[config.mk]
export PLATFORM = sky130hd
export DESIGN_NAME = lcs_cell
export DESIGN_NICKNAME = d
export VERILOG_FILES = /design/src/common/lcs_pkg.sv /design/src/hw/lcs_cell.sv /design/src/hw/lcs_sync.sv /design/src/hw/lcs_elem.sv
export SDC_FILE = /design/constraint.sdc
export NUM_CORES = 1
export LEC_CHECK = 0
export ABC_CLOCK_PERIOD_IN_PS = 5750
export CAP_MARGIN = 30
export CORE_UTILIZATION = 54
export CTS_BUF_LIST = sky130_fd_sc_hd__clkbuf_16
export CTS_CLUSTER_DIAMETER = 50
export DETAILED_ROUTE_END_ITERATION = 10
export DONT_BUFFER_PORTS = 1
export GPL_TIMING_DRIVEN = 0
export PLACE_DENSITY = 0.79
export SLEW_MARGIN = 20
export SYNTH_ARGS = -nofsm -noshare
export SYNTH_HDL_FRONTEND = slang
export SYNTH_SLANG_ARGS = --single-unit
export TNS_END_PERCENT = 50
[constraint.sdc]
create_clock -name clk_i -period 5.75 [get_ports clk_i]
set_input_delay 1.15 -clock clk_i [delete_from_list [all_inputs] [get_ports clk_i]]
set_output_delay 1.15 -clock clk_i [all_outputs]
set_load 0.02 [all_outputs]
[src/common/lcs_pkg.sv]
// Constants shared by the logic cell storage stage: register map, fields and reset values.
package lcs_pkg;

	// Register byte offsets on the configuration port.
	localparam logic [7:0] OFS_CTRL = 8'h00;
	localparam logic [7:0] OFS_SRC = 8'h04;
	localparam logic [7:0] OFS_SRVAL = 8'h08;
	localparam logic [7:0] OFS_GROUP = 8'h0C;
	localparam logic [7:0] OFS_STATUS = 8'h10;

	// Cell-wide control register fields.
	localparam int CTRL_W = 9;
	localparam int CTRL_FF_MODE = 0;
	localparam int CTRL_CLK_INV = 1;
	localparam int CTRL_LOC_SR_ASYNC = 2;
	localparam int CTRL_LOC_SR_OVER_CE = 3;
	localparam int CTRL_GSR_EN = 4;
	localparam int CTRL_CE_INV = 5;
	localparam int CTRL_LOC_SR_INV = 6;
	localparam int CTRL_SEL_INV = 7;
	localparam int CTRL_FE_MODE = 8;
	localparam logic [CTRL_W-1:0] CTRL_RST = 9'h011;

	// Data source register: two bits per element, element 8 in the top pair.
	localparam int SRC_W = 18;
	localparam int SRC_FIELD_W = 2;
	localparam logic [SRC_W-1:0] SRC_RST = 18'h00000;
	localparam logic [1:0] SRC_ZERO = 2'h0;
	localparam logic [1:0] SRC_ONE = 2'h1;
	localparam logic [1:0] SRC_LUT = 2'h2;
	localparam logic [1:0] SRC_DIN = 2'h3;
	localparam logic [1:0] SRC8_CARRY_IN = 2'h2;
	localparam logic [1:0] SRC8_CARRY_OUT = 2'h3;

	// Per-element set/reset value register.
	localparam int NUM_ELEM = 9;
	localparam logic [NUM_ELEM-1:0] SRVAL_RST = 9'h000;

	// Group register: enable source per group, then local set/reset use per group.
	localparam int NUM_GRP = 3;
	localparam int GRP_W = 9;
	localparam int GRP_LOC_SR_USE = 6;
	localparam logic [GRP_W-1:0] GRP_RST = 9'h000;
	localparam logic [1:0] CE_NONE = 2'h0;
	localparam logic [1:0] CE_PRIMARY = 2'h1;
	localparam logic [1:0] CE_ALTERNATE = 2'h2;

	// Configuration port data width.
	localparam int DATA_W = 32;

endpackage

[src/hw/lcs_cell.sv]
// Storage stage of one logic unit: eight latch/flip-flops, a ninth flip-flop and config port.
//
// The address-and-strobe port and the placing of the registers were chosen for this implementation.
`timescale 1ns/1ns

module lcs_cell (
	// Clock, reset and freeze.
	input wire logic clk_i,
	input wire logic rst_n_i,
	input wire logic run_en_i,
	// Configuration port.
	input wire logic [7:0] cfg_addr_i,
	input wire logic [lcs_pkg::DATA_W-1:0] cfg_wdata_i,
	input wire logic cfg_wr_i,
	input wire logic cfg_rd_i,
	output logic [lcs_pkg::DATA_W-1:0] cfg_rdata_o,
	// Pins from outside the clock domain.
	input wire logic cell_clk_i,
	input wire logic global_set_reset_n_i,
	// Data from the lookup logic and carry chain.
	input wire logic [7:0] lut_i,
	input wire logic [7:0] din_i,
	input wire logic carry_input_i,
	input wire logic carry_out_i,
	// Routing control inputs.
	input wire logic cell_clk_enable_i,
	input wire logic alternate_clk_enable_i,
	input wire logic local_set_reset_i,
	input wire logic data_sel_i,
	// Element outputs.
	output logic [lcs_pkg::NUM_ELEM-1:0] q_o
);

	typedef struct packed {
		logic [lcs_pkg::CTRL_W-1:0] ctrl;
		logic [lcs_pkg::SRC_W-1:0] src;
		logic [lcs_pkg::NUM_ELEM-1:0] srval;
		logic [lcs_pkg::GRP_W-1:0] grp;
		logic clk_act_prev;
		logic [lcs_pkg::DATA_W-1:0] rdata;
	} lcs_cell_state_t;

	lcs_cell_state_t r;
	lcs_cell_state_t r_nxt;

	logic [1:0] pins_s;
	logic clk_act;
	logic clk_edge;
	logic gsr_eff;
	logic ce_raw;
	logic loc_sr_raw;
	logic sel_eff;
	logic [lcs_pkg::NUM_GRP-1:0] ce_g;
	logic [lcs_pkg::NUM_GRP-1:0] loc_sr_g;
	logic [lcs_pkg::NUM_ELEM-1:0] d_sel;
	logic ff_mode;
	logic loc_sr_async;
	logic loc_sr_over_ce;

	// Both pins cross into the clock domain before anything looks at them.
	lcs_sync #(
		.WIDTH(2),
		.RST_VAL(2'h2)
	) u_pin_sync (
		.clk_i(clk_i),
		.rst_n_i(rst_n_i),
		.en_i(run_en_i),
		.d_i({global_set_reset_n_i, cell_clk_i}),
		.q_o(pins_s)
	);

	// Cell clock polarity and edge; the edge lags the pin by the synchroniser depth.
	assign clk_act = pins_s[0] ^ r.ctrl[lcs_pkg::CTRL_CLK_INV];
	assign clk_edge = clk_act && !r.clk_act_prev;

	// Global set/reset is active low and may be disabled per cell.
	assign gsr_eff = !pins_s[1] && r.ctrl[lcs_pkg::CTRL_GSR_EN];

	// Cell-wide mode bits.
	assign ff_mode = r.ctrl[lcs_pkg::CTRL_FF_MODE];
	assign loc_sr_async = r.ctrl[lcs_pkg::CTRL_LOC_SR_ASYNC];
	assign loc_sr_over_ce = r.ctrl[lcs_pkg::CTRL_LOC_SR_OVER_CE];

	// Control inputs with their optional inversions.
	assign ce_raw = cell_clk_enable_i ^ r.ctrl[lcs_pkg::CTRL_CE_INV];
	assign loc_sr_raw = local_set_reset_i ^ r.ctrl[lcs_pkg::CTRL_LOC_SR_INV];
	assign sel_eff = data_sel_i ^ r.ctrl[lcs_pkg::CTRL_SEL_INV];

	// Per group enable source and local set/reset use. The inversion also covers
	// the alternate enable, since both share one enable path.
	always_comb begin
		for (int g = 0; g < lcs_pkg::NUM_GRP; g++) begin
			unique case (r.grp[2*g +: 2])
				lcs_pkg::CE_PRIMARY: ce_g[g] = ce_raw;
				lcs_pkg::CE_ALTERNATE: ce_g[g] = alternate_clk_enable_i ^
					r.ctrl[lcs_pkg::CTRL_CE_INV];
				default: ce_g[g] = 1'b1;
			endcase
			loc_sr_g[g] = loc_sr_raw && r.grp[lcs_pkg::GRP_LOC_SR_USE + g];
		end
	end

	// Data source per element; front-end mode hands the choice to the select input.
	always_comb begin
		for (int i = 0; i < 8; i++) begin
			if (r.ctrl[lcs_pkg::CTRL_FE_MODE]) begin
				d_sel[i] = sel_eff ? din_i[i] : lut_i[i];
			end else begin
				unique case (r.src[lcs_pkg::SRC_FIELD_W*i +: lcs_pkg::SRC_FIELD_W])
					lcs_pkg::SRC_ONE: d_sel[i] = 1'b1;
					lcs_pkg::SRC_LUT: d_sel[i] = lut_i[i];
					lcs_pkg::SRC_DIN: d_sel[i] = din_i[i];
					default: d_sel[i] = 1'b0;
				endcase
			end
		end
		// The ninth flop has its own short list and never sees the select.
		unique case (r.src[lcs_pkg::SRC_W-1 -: lcs_pkg::SRC_FIELD_W])
			lcs_pkg::SRC_ONE: d_sel[8] = 1'b1;
			lcs_pkg::SRC8_CARRY_IN: d_sel[8] = carry_input_i;
			lcs_pkg::SRC8_CARRY_OUT: d_sel[8] = carry_out_i;
			default: d_sel[8] = 1'b0;
		endcase
	end

	// The storage elements; element 8 is built flop only.
	for (genvar e = 0; e < lcs_pkg::NUM_ELEM; e++) begin : g_elem
		lcs_elem #(
			.FF_ONLY(e == 8)
		) u_elem (
			.clk_i(clk_i),
			.rst_n_i(rst_n_i),
			.en_i(run_en_i),
			.edge_i(clk_edge),
			.level_i(clk_act),
			.ff_mode_i(ff_mode),
			.d_i(d_sel[e]),
			.ce_i(ce_g[e / 4]),
			.loc_sr_i(loc_sr_g[e / 4]),
			.loc_sr_async_i(loc_sr_async),
			.loc_sr_over_ce_i(loc_sr_over_ce),
			.gsr_i(gsr_eff),
			.srval_i(r.srval[e]),
			.q_o(q_o[e])
		);
	end

	// Register writes and read data; read data stand only in the cycle after the strobe.
	always_comb begin
		r_nxt = r;
		r_nxt.clk_act_prev = clk_act;
		r_nxt.rdata = '0;
		if (cfg_wr_i) begin
			unique case (cfg_addr_i)
				lcs_pkg::OFS_CTRL: r_nxt.ctrl = cfg_wdata_i[lcs_pkg::CTRL_W-1:0];
				lcs_pkg::OFS_SRC: r_nxt.src = cfg_wdata_i[lcs_pkg::SRC_W-1:0];
				lcs_pkg::OFS_SRVAL: r_nxt.srval = cfg_wdata_i[lcs_pkg::NUM_ELEM-1:0];
				lcs_pkg::OFS_GROUP: r_nxt.grp = cfg_wdata_i[lcs_pkg::GRP_W-1:0];
				default: ;
			endcase
		end
		if (cfg_rd_i) begin
			unique case (cfg_addr_i)
				lcs_pkg::OFS_CTRL: r_nxt.rdata[lcs_pkg::CTRL_W-1:0] = r.ctrl;
				lcs_pkg::OFS_SRC: r_nxt.rdata[lcs_pkg::SRC_W-1:0] = r.src;
				lcs_pkg::OFS_SRVAL: r_nxt.rdata[lcs_pkg::NUM_ELEM-1:0] = r.srval;
				lcs_pkg::OFS_GROUP: r_nxt.rdata[lcs_pkg::GRP_W-1:0] = r.grp;
				lcs_pkg::OFS_STATUS: r_nxt.rdata[lcs_pkg::NUM_ELEM-1:0] = q_o;
				default: ;
			endcase
		end
	end

	// State register; the freeze input holds everything, the port included.
	always_ff @(posedge clk_i) begin
		if (!rst_n_i) begin
			r.ctrl <= lcs_pkg::CTRL_RST;
			r.src <= lcs_pkg::SRC_RST;
			r.srval <= lcs_pkg::SRVAL_RST;
			r.grp <= lcs_pkg::GRP_RST;
			r.clk_act_prev <= 1'b0;
			r.rdata <= '0;
		end else if (run_en_i) begin
			r <= r_nxt;
		end
	end

	assign cfg_rdata_o = r.rdata;

	// Global set/reset forces every element to its own value one cycle later.
	chk_gsr_forces_all: assert property (@(posedge clk_i) disable iff (!rst_n_i)
		run_en_i && gsr_eff |=> q_o == $past(r.srval))
		else $error("global set/reset did not force the elements");

	// The pin acts when low; with the global path enabled, a low level forces every element.
	chk_gsr_active_low: assert property (@(posedge clk_i) disable iff (!rst_n_i)
		run_en_i && !pins_s[1] && r.ctrl[lcs_pkg::CTRL_GSR_EN] |=> q_o == $past(r.srval))
		else $error("low global set/reset pin did not force the elements");

	// With the global path disabled, a quiet flop cell keeps its value.
	chk_gsr_ignored: assert property (@(posedge clk_i) disable iff (!rst_n_i)
		run_en_i && !pins_s[1] && !r.ctrl[lcs_pkg::CTRL_GSR_EN] && ff_mode && !clk_edge &&
		!(loc_sr_async && |loc_sr_g) |=> $stable(q_o))
		else $error("disabled global set/reset changed an element");

	// An inactive enable holds the low group at the edge.
	chk_ce_hold: assert property (@(posedge clk_i) disable iff (!rst_n_i)
		run_en_i && ff_mode && clk_edge && !gsr_eff && !loc_sr_g[0] && !ce_g[0]
		|=> q_o[3:0] == $past(q_o[3:0]))
		else $error("flop changed with enable inactive");

	// The alternate enable, after the enable inversion, holds the high group when off.
	chk_alt_hold: assert property (@(posedge clk_i) disable iff (!rst_n_i)
		run_en_i && ff_mode && clk_edge && !gsr_eff && !loc_sr_g[1] &&
		r.grp[3:2] == lcs_pkg::CE_ALTERNATE &&
		!(alternate_clk_enable_i ^ r.ctrl[lcs_pkg::CTRL_CE_INV]) |=> $stable(q_o[7:4]))
		else $error("high group changed with its alternate enable inactive");

	// A clean edge with the enable active captures the selected data.
	chk_ff_capture: assert property (@(posedge clk_i) disable iff (!rst_n_i)
		run_en_i && ff_mode && clk_edge && !gsr_eff && loc_sr_g == '0 && ce_g == 3'h7
		|=> q_o == $past(d_sel))
		else $error("flop did not capture its data");

	// Flops only move on a cell clock edge when nothing forces them.
	chk_flop_edge_only: assert property (@(posedge clk_i) disable iff (!rst_n_i)
		run_en_i && ff_mode && !clk_edge && !gsr_eff && loc_sr_g == '0 |=> $stable(q_o))
		else $error("flop changed without a cell clock edge");

	// A zero source, the reset default, captures zero.
	chk_zero_source: assert property (@(posedge clk_i) disable iff (!rst_n_i)
		run_en_i && ff_mode && !r.ctrl[lcs_pkg::CTRL_FE_MODE] && clk_edge && !gsr_eff &&
		!loc_sr_g[0] && ce_g[0] && r.src[1:0] == lcs_pkg::SRC_ZERO |=> !q_o[0])
		else $error("zero source did not capture zero");

	// A one source captures one.
	chk_one_source: assert property (@(posedge clk_i) disable iff (!rst_n_i)
		run_en_i && ff_mode && !r.ctrl[lcs_pkg::CTRL_FE_MODE] && clk_edge && !gsr_eff &&
		!loc_sr_g[0] && ce_g[0] && r.src[1:0] == lcs_pkg::SRC_ONE |=> q_o[0])
		else $error("one source did not capture one");

	// An open latch follows its data whatever the enable says.
	chk_latch_pass: assert property (@(posedge clk_i) disable iff (!rst_n_i)
		run_en_i && !ff_mode && clk_act && !gsr_eff && loc_sr_g[1:0] == 2'h0
		|=> q_o[7:0] == $past(d_sel[7:0]))
		else $error("open latch did not pass its data");

	// A closed latch keeps its value while its data move.
	chk_latch_hold: assert property (@(posedge clk_i) disable iff (!rst_n_i)
		run_en_i && !ff_mode && !clk_act && !gsr_eff && loc_sr_g[1:0] == 2'h0
		|=> q_o[7:0] == $past(q_o[7:0]))
		else $error("closed latch changed its value");

	// In latch mode the ninth element still waits for an edge.
	chk_ninth_flop: assert property (@(posedge clk_i) disable iff (!rst_n_i)
		run_en_i && !ff_mode && clk_act && !clk_edge && !gsr_eff && !loc_sr_g[2]
		|=> q_o[8] == $past(q_o[8]))
		else $error("ninth element behaved as a latch");

	// The ninth flop takes the carry input when that source is chosen.
	chk_ninth_carry_in: assert property (@(posedge clk_i) disable iff (!rst_n_i)
		run_en_i && clk_edge && !gsr_eff && !loc_sr_g[2] && ce_g[2] &&
		r.src[lcs_pkg::SRC_W-1 -: lcs_pkg::SRC_FIELD_W] == lcs_pkg::SRC8_CARRY_IN
		|=> q_o[8] == $past(carry_input_i))
		else $error("ninth flop missed the carry input");

	// The ninth flop takes the carry-out when that source is chosen.
	chk_ninth_carry_out: assert property (@(posedge clk_i) disable iff (!rst_n_i)
		run_en_i && clk_edge && !gsr_eff && !loc_sr_g[2] && ce_g[2] &&
		r.src[lcs_pkg::SRC_W-1 -: lcs_pkg::SRC_FIELD_W] == lcs_pkg::SRC8_CARRY_OUT
		|=> q_o[8] == $past(carry_out_i))
		else $error("ninth flop missed the carry-out");

	// Synchronous set/reset with priority ignores an inactive enable.
	chk_sync_sr_prio: assert property (@(posedge clk_i) disable iff (!rst_n_i)
		run_en_i && ff_mode && clk_edge && !gsr_eff && !loc_sr_async && loc_sr_over_ce &&
		loc_sr_g[0] |=> q_o[3:0] == $past(r.srval[3:0]))
		else $error("synchronous set/reset lost to the enable");

	// Without priority, synchronous set/reset waits for the enable.
	chk_sync_sr_gated: assert property (@(posedge clk_i) disable iff (!rst_n_i)
		run_en_i && ff_mode && clk_edge && !gsr_eff && !loc_sr_async && !loc_sr_over_ce &&
		loc_sr_g[0] && !ce_g[0] |=> q_o[3:0] == $past(q_o[3:0]))
		else $error("synchronous set/reset acted with the enable inactive");

	// Asynchronous local set/reset acts without any edge.
	chk_async_sr_low: assert property (@(posedge clk_i) disable iff (!rst_n_i)
		run_en_i && !gsr_eff && loc_sr_async && loc_sr_g[0]
		|=> q_o[3:0] == $past(r.srval[3:0]))
		else $error("asynchronous set/reset did not force the low group");

	// The asynchronous choice is cell wide, so the ninth flop follows it too.
	chk_async_sr_ninth: assert property (@(posedge clk_i) disable iff (!rst_n_i)
		run_en_i && !gsr_eff && loc_sr_async && loc_sr_g[2]
		|=> q_o[8] == $past(r.srval[8]))
		else $error("asynchronous set/reset did not force the ninth flop");

	// Front-end mode follows the select input on captured elements 0 to 7.
	chk_front_select: assert property (@(posedge clk_i) disable iff (!rst_n_i)
		run_en_i && ff_mode && r.ctrl[lcs_pkg::CTRL_FE_MODE] && clk_edge && !gsr_eff &&
		loc_sr_g == '0 && ce_g == 3'h7
		|=> q_o[7:0] == ($past(sel_eff) ? $past(din_i) : $past(lut_i)))
		else $error("front-end select picked the wrong input");

endmodule // lcs_cell

[src/hw/lcs_sync.sv]
// Two flip-flop synchroniser for pins that arrive from outside the clock domain.
`timescale 1ns/1ns
module lcs_sync #(
	parameter int WIDTH = 2,
	parameter logic [WIDTH-1:0] RST_VAL = '0
) (
	// Clock, reset and freeze.
	input wire logic clk_i,
	input wire logic rst_n_i,
	input wire logic en_i,
	// Asynchronous input and its synchronised copy.
	input wire logic [WIDTH-1:0] d_i,
	output logic [WIDTH-1:0] q_o
);

	typedef struct packed {
		logic [WIDTH-1:0] meta;
		logic [WIDTH-1:0] sync;
	} lcs_sync_state_t;

	lcs_sync_state_t s_r;
	lcs_sync_state_t s_nxt;

	// The first stage feeds only the second stage, so metastability stays contained.
	always_comb begin
		s_nxt.meta = d_i;
		s_nxt.sync = s_r.meta;
	end

	// Reset loads constants only; the pin level is caught after release.
	always_ff @(posedge clk_i) begin
		if (!rst_n_i) begin
			s_r <= {RST_VAL, RST_VAL};
		end else if (en_i) begin
			s_r <= s_nxt;
		end
	end

	assign q_o = s_r.sync;

endmodule // lcs_sync

[src/hw/lcs_elem.sv]
// One storage element of the cell: latch or flip-flop with set/reset forcing.
`timescale 1ns/1ns
module lcs_elem #(
	parameter bit FF_ONLY = 1'b0
) (
	// Clock, reset and freeze.
	input wire logic clk_i,
	input wire logic rst_n_i,
	input wire logic en_i,
	// Cell clock events, already polarity corrected.
	input wire logic edge_i,
	input wire logic level_i,
	// Mode and controls, already inverted and gated per group.
	input wire logic ff_mode_i,
	input wire logic d_i,
	input wire logic ce_i,
	input wire logic loc_sr_i,
	input wire logic loc_sr_async_i,
	input wire logic loc_sr_over_ce_i,
	input wire logic gsr_i,
	input wire logic srval_i,
	// Stored value.
	output logic q_o
);

	typedef struct packed {
		logic q;
	} lcs_elem_state_t;

	lcs_elem_state_t s_r;
	lcs_elem_state_t s_nxt;

	// Forcing wins over any capture while it stands, as a real async pin would.
	always_comb begin
		s_nxt = s_r;
		if (gsr_i || (loc_sr_i && loc_sr_async_i)) begin
			s_nxt.q = srval_i;
		end else if (ff_mode_i || FF_ONLY) begin
			// The enable is a hold mux in front of the flop.
			if (edge_i) begin
				if (loc_sr_i && (loc_sr_over_ce_i || ce_i)) begin
					s_nxt.q = srval_i;
				end else if (ce_i) begin
					s_nxt.q = d_i;
				end
			end
		end else if (level_i) begin
			// A latch is transparent while the level is active and ignores the enable.
			s_nxt.q = loc_sr_i ? srval_i : d_i;
		end
	end

	// State register.
	always_ff @(posedge clk_i) begin
		if (!rst_n_i) begin
			s_r <= '0;
		end else if (en_i) begin
			s_r <= s_nxt;
		end
	end

	assign q_o = s_r.q;

endmodule // lcs_elem

=== Word level (Yosys, flattened, before mapping) ===
Index checks and enable logic that the tools add are counted.
Widths: inputs -> output; s select.

* Register bits after elaboration: 77
* Input bits: 69
* Output and inout bits: 41
* Word-level logic and storage cells: 185

* Equality and inequality tests: 41
* Muxes and demuxes: 91
* Bitwise operators: 5
* Reductions and logical operators: 31

{| class="wikitable"
|+ Operators by type and width
! cell !! count
|-
| $mux 1 || 76
|-
| $pmux 9 s5 || 1
|-
| $eq 2x2->1 const B || 21
|-
| $pmux 1 s3 || 9
|-
| $eq 2x1->1 const B || 12
|-
| $mux 18 || 1
|-
| $eq 8x4->1 const B || 2
|-
| $reduce_and 3->1 || 5
|-
| $logic_and 1x1->1 || 11
|-
| $mux 9 || 1
|-
| $reduce_bool 3->1 || 3
|-
| $eq 8x3->1 const B || 1
|-
| $eq 8x5->1 const B || 1
|-
| $logic_not 8->1 || 1
|-
| $ne 4x1->1 const B || 2
|-
| $reduce_and 4->1 || 2
|-
| $logic_or 1x1->1 || 6
|-
| $ne 3x1->1 const B || 2
|-
| $pmux 1 s2 || 3
|-
| $xor 1x1->1 || 5
|-
| $logic_not 1->1 || 2
|-
| $reduce_bool 2->1 || 1
|}

=== Depth between registers and ports, before layout ===
* Depth in word-level cells: 8
* Mapped depth: 8
* Depth with buffers taken out: 7

=== Hierarchy ===
From an unflattened synthesis, not the netlist that was laid out.

* Cells, all modules: 559
* Area total of the unflattened synthesis: 4655.7 µm²

{| class="wikitable"
|+ Modules (own cells, without submodules)
! module !! instances !! cells an instance !! area an instance (µm²) !! seq. area each (µm²)
|-
| lcs_cell || 1 || 421 || 3475.8 || 1281.2
|-
| lcs_elem at g_elem[0].u_elem ... || 8 || 14 || 117.6 || 20.0
|-
| lcs_sync || 1 || 13 || 145.1 || 80.1
|-
| lcs_elem at g_elem[8].u_elem || 1 || 13 || 93.8 || 20.0
|}

=== Least setup slack after synthesis ===
Ideal clock, no wire load.

* Kind: input port to flip-flop
* From: input cfg_addr_i[1]
* To: register r[51] (netlist name)
* Setup time: 0.128 ns
* Arrival time: 2.531 ns
* Data required time: 5.622 ns
* Setup slack: 3.092 ns
* Stages: 7
* Buffers on the path: 2
* Path through: or4_4 nor2_4 and4b_4 buf_12 buf_12 mux2i_1 nor2_1

* Longest elaborated chain between the ends: 2

{| class="wikitable"
|+ Ends and longest elaborated chain
! what !! line !! source
|-
| start, declared || lcs_cell.sv:12 || <nowiki>input wire logic [7:0] cfg_addr_i,</nowiki>
|-
| $eq 8x3->1 || lcs_cell.sv:154 || <nowiki>unique case (cfg_addr_i)</nowiki>
|-
| $reduce_and 3->1 (no source line) || n/a ||
|-
| end signal, assigned || lcs_cell.sv:184 || <nowiki>r <= r_nxt;</nowiki>
|-
| end, declared || lcs_cell.sv:43 || <nowiki>lcs_cell_state_t r;</nowiki>
|}

Every way passes these cells.
A chain may end at the register's enable or synchronous reset.

=== Final worst setup path ===
* From: input cfg_addr_i[3]
* To: register r (netlist bit cfg_rdata_o[6])

* Longest elaborated chain between the ends: 3
* Elaborated cells on any way between the ends: 7
* Those cells by class: eq/ne (4); mux (2); reduce/logical (1)

{| class="wikitable"
|+ Ends and longest elaborated chain
! what !! line !! source
|-
| $eq 8x5->1, or another cell as far along || lcs_cell.sv:163 || <nowiki>unique case (cfg_addr_i)</nowiki>
|-
| $pmux 9 s5 * || lcs_cell.sv:163 ||
|-
| $mux 18 * || lcs_cell.sv:162 || <nowiki>if (cfg_rd_i) begin</nowiki>
|}

Every way passes the cells marked *; elsewhere a longest branch is shown, timed or not.

==> results_dict.tcl <==
set metrics [dict create \
    num_rows 32 \
    netlist_instances 464 \
    n_antenna_cell 0 \
    cts_root_buf "clkbuf_16" \
    syn_area_sq_um 4290 \
    syn2layout_area_growth_pct 10.9 \
    synth_seq_cells 77 \
    cts_tree "done" \
    power.density_nw_per_um2 250 \
    fp.dieH_um 91.1 \
    cts_made_buffers 9 \
    wirelength_um 11500 \
    synth_edf_count 0 \
    overflow 0 \
    tns_ns 0 \
    worstPathRequired_ns 5.97 \
    hold_path.class "flip-flop to flip-flop" \
    avgSynthCellArea_sq_um 9.24 \
    finish.utilization 0.619 \
    maxCapViolCount 0 \
    synth_top_area_cell "dfxtp_1" \
    worst_ep_arrival_time_ns 2.75 \
    synthArstFlopShare 0 \
    dr_wl_met2_um 5340 \
    yosysSeqAreaShare 0.359 \
    critPathKind "primary input to flip-flop" \
    yosysTopAreaCellShare 0.359 \
    first_pass_iters 5 \
    track_usage 0.286 \
    fmax_mhz 395 \
    synth.area.top_cells "dfxtp_1 (36%), mux2i_1 (17%), buf_4 (7.5%)" \
    final_layout_size_suffix_gt1_frac 0.170 \
    rrSetupSlack_ns 3.56 \
    clock_latency_ns 0.34 \
    io_pins 110 \
    slew_viol_final 0 \
    yosysMostFrequentCell "dfxtp_1" \
    synth_commonest_cells "dfxtp_1 (77), mux2i_1 (73), nor2_1 (59), buf_4 (43), a22oi_1 (27)" \
    avgRoutedWirePerCell_um 19.4 \
    clk_pin_slew_ns 0.06 \
    dp_hpwl_um 8320 \
    skew_ns 0.00486 \
    cp_max_fo 10 \
    top_layer_used "met4" \
    relSlewSlack 0.469 \
    outcome "completed" \
    fin_nets 563 \
    met3_length_um 876 \
    clock_sinks 77 \
    grt_max_degree 14 \
    layout_worst_path_cycle_share 0.440 \
    yosysWarnings 0 \
    die-width_um 91.1 \
    grt_first_pass_wirelength_um 18100 \
    vias_per_cell 5.96 \
    drt_iter0_drc 237 \
    preCtsSetupSlack_ns 2.92 \
    worstMarginPinSlew_ns 0.797 \
    synth_ff_type "dfxtp_1" \
    post-cts-setup-buffers 0 \
    wl_met1_um 5120 \
    vias 3549 \
    cts_hold_buf 0 \
    worstSetupStartpointType "primary input" \
    rsz0062_at_grt "no" \
    worst_setup_path_end_kind "flip-flop" \
    ys_types 52 \
    htree_levels 3 \
    dieArea_sq_um 8300 \
    clock_path_buffers 2 \
    peakVddDrop_mv 0.166 \
    leakagePower_nw 1.98 \
    remaining_drc_errors 0 \
    coreArea_sq_um 7690 \
    antenna_found_initial 0 \
    grt_pass1_vias 3327 \
    fin_crit_ns 2.53 \
    globalplace.congestion 0.948 \
    initial_utilization 0.558 \
    setup_slack_ns 3.22 \
    setup_violations 0 \
    fin_hold_ws_ns 0.447 \
    portBuffers 0 \
    hold_viol_final 0 \
    antenna_left 0 \
    postCtsResizedCells 0 \
]
-- cell usage in the layout, fill, tap and decap left out, types with 2 or more instances in the layout --
cell type / count
dfxtp_1: 77
mux2i_1: 73
nor2_1: 59
buf_4: 43
a22oi_1: 27
a21oi_1: 23
nand2_1: 17
conb_1: 14
clkbuf_1: 13
inv_1: 11
a21o_1: 10
o22ai_1: 9
o21ai_0: 9
clkbuf_16: 9
nand2b_1: 7
nand3b_1: 7
ha_1: 6
buf_2: 5
nand4_1: 4
a211oi_1: 4
o21ai_1: 4
a211oi_2: 4
clkinv_2: 4
nand3_1: 3
or4_4: 3
buf_1: 3
nor2b_1: 3
a31oi_1: 3
a221oi_1: 3
and3_1: 3
nor4b_4: 2
buf_12: 2
o221ai_1: 2
and2_1: 2
and2_4: 2
o41ai_4: 2
-- path summary, 6_finish.rpt --
check / from / to / depth (start not counted)
hold reg to reg: cfg_rdata_o[4] / cfg_rdata_o[4] / 2
setup reg to reg: r[33] / g_elem[3].u_elem.q_o / 7
setup / recovery: cfg_addr_i[3] / cfg_rdata_o[6] / 6
hold / removal: cfg_rdata_o[4] / cfg_rdata_o[4] / 2
-- through the flow --
step	instance area, sq um	instances	power (mW)
after floorplan	4340	477	0.618
after global placement	4470	579	0.633
after detailed placement	4470	579	0.634
after CTS	4760	595	1.19
after global routing	4760	595	1.22
final	4760	595	1.19
-- where the power goes --
| part | internal, mW | leakage, nW | total [mW] | switching, mW |
|---|---|---|---|---|
| clock | 0.334 | 0.145 | 0.567 | 0.233 |
| combinational | 0.0298 | 1.22 | 0.0831 | 0.0533 |
| sequential | 0.538 | 0.621 | 0.541 | 0.00336 |
| total | 0.901 | 1.98 | 1.19 | 0.290 |
-- flip-flops by register name (all words and copies together) (netlist names) --
register,flops
ff_mode,1
r,43
u_pin_sync.q_o,2
u_pin_sync.s_nxt,2
cfg_rdata_o,18
loc_sr_async,1
loc_sr_over_ce,1
g_elem.u_elem.q_o,9
-- layer usage --
layer  vias to the layer above  GRT usage
met5                         -          0
met4                         0     0.0939
met3                        15     0.0603
met2                       173      0.459
met1                      1699      0.383
li1                       1662          -
-- kinds of logic after synthesis --
group,share of synthesized area
and+or+nand+nor,0.146
buffers and inverters,0.115
muxes,0.170
DFF,0.359
adders and majority gates,0.0175
AOI/OAI and AO/OA,0.183
other,0.000874
xor gates and xnor gates,0.00788
-- worst max-delay path: stages --
cell and delay [ns]:
buf_2 0.20, buf_1 0.63, mux2i_1 0.28, o22ai_1 0.13, a22oi_1 0.24, o21ai_0 0.11
-- final cells by class --
type,count,area (sq um)
buffer,66,448
clock buffer,9,225
clock inverter,7,66.3
fill,681,2930
inverter,12,45.0
multi-input combinational,322,2300
sequential,77,1540
tap,102,128
Note: power is estimated with default switching activity, not from simulation.
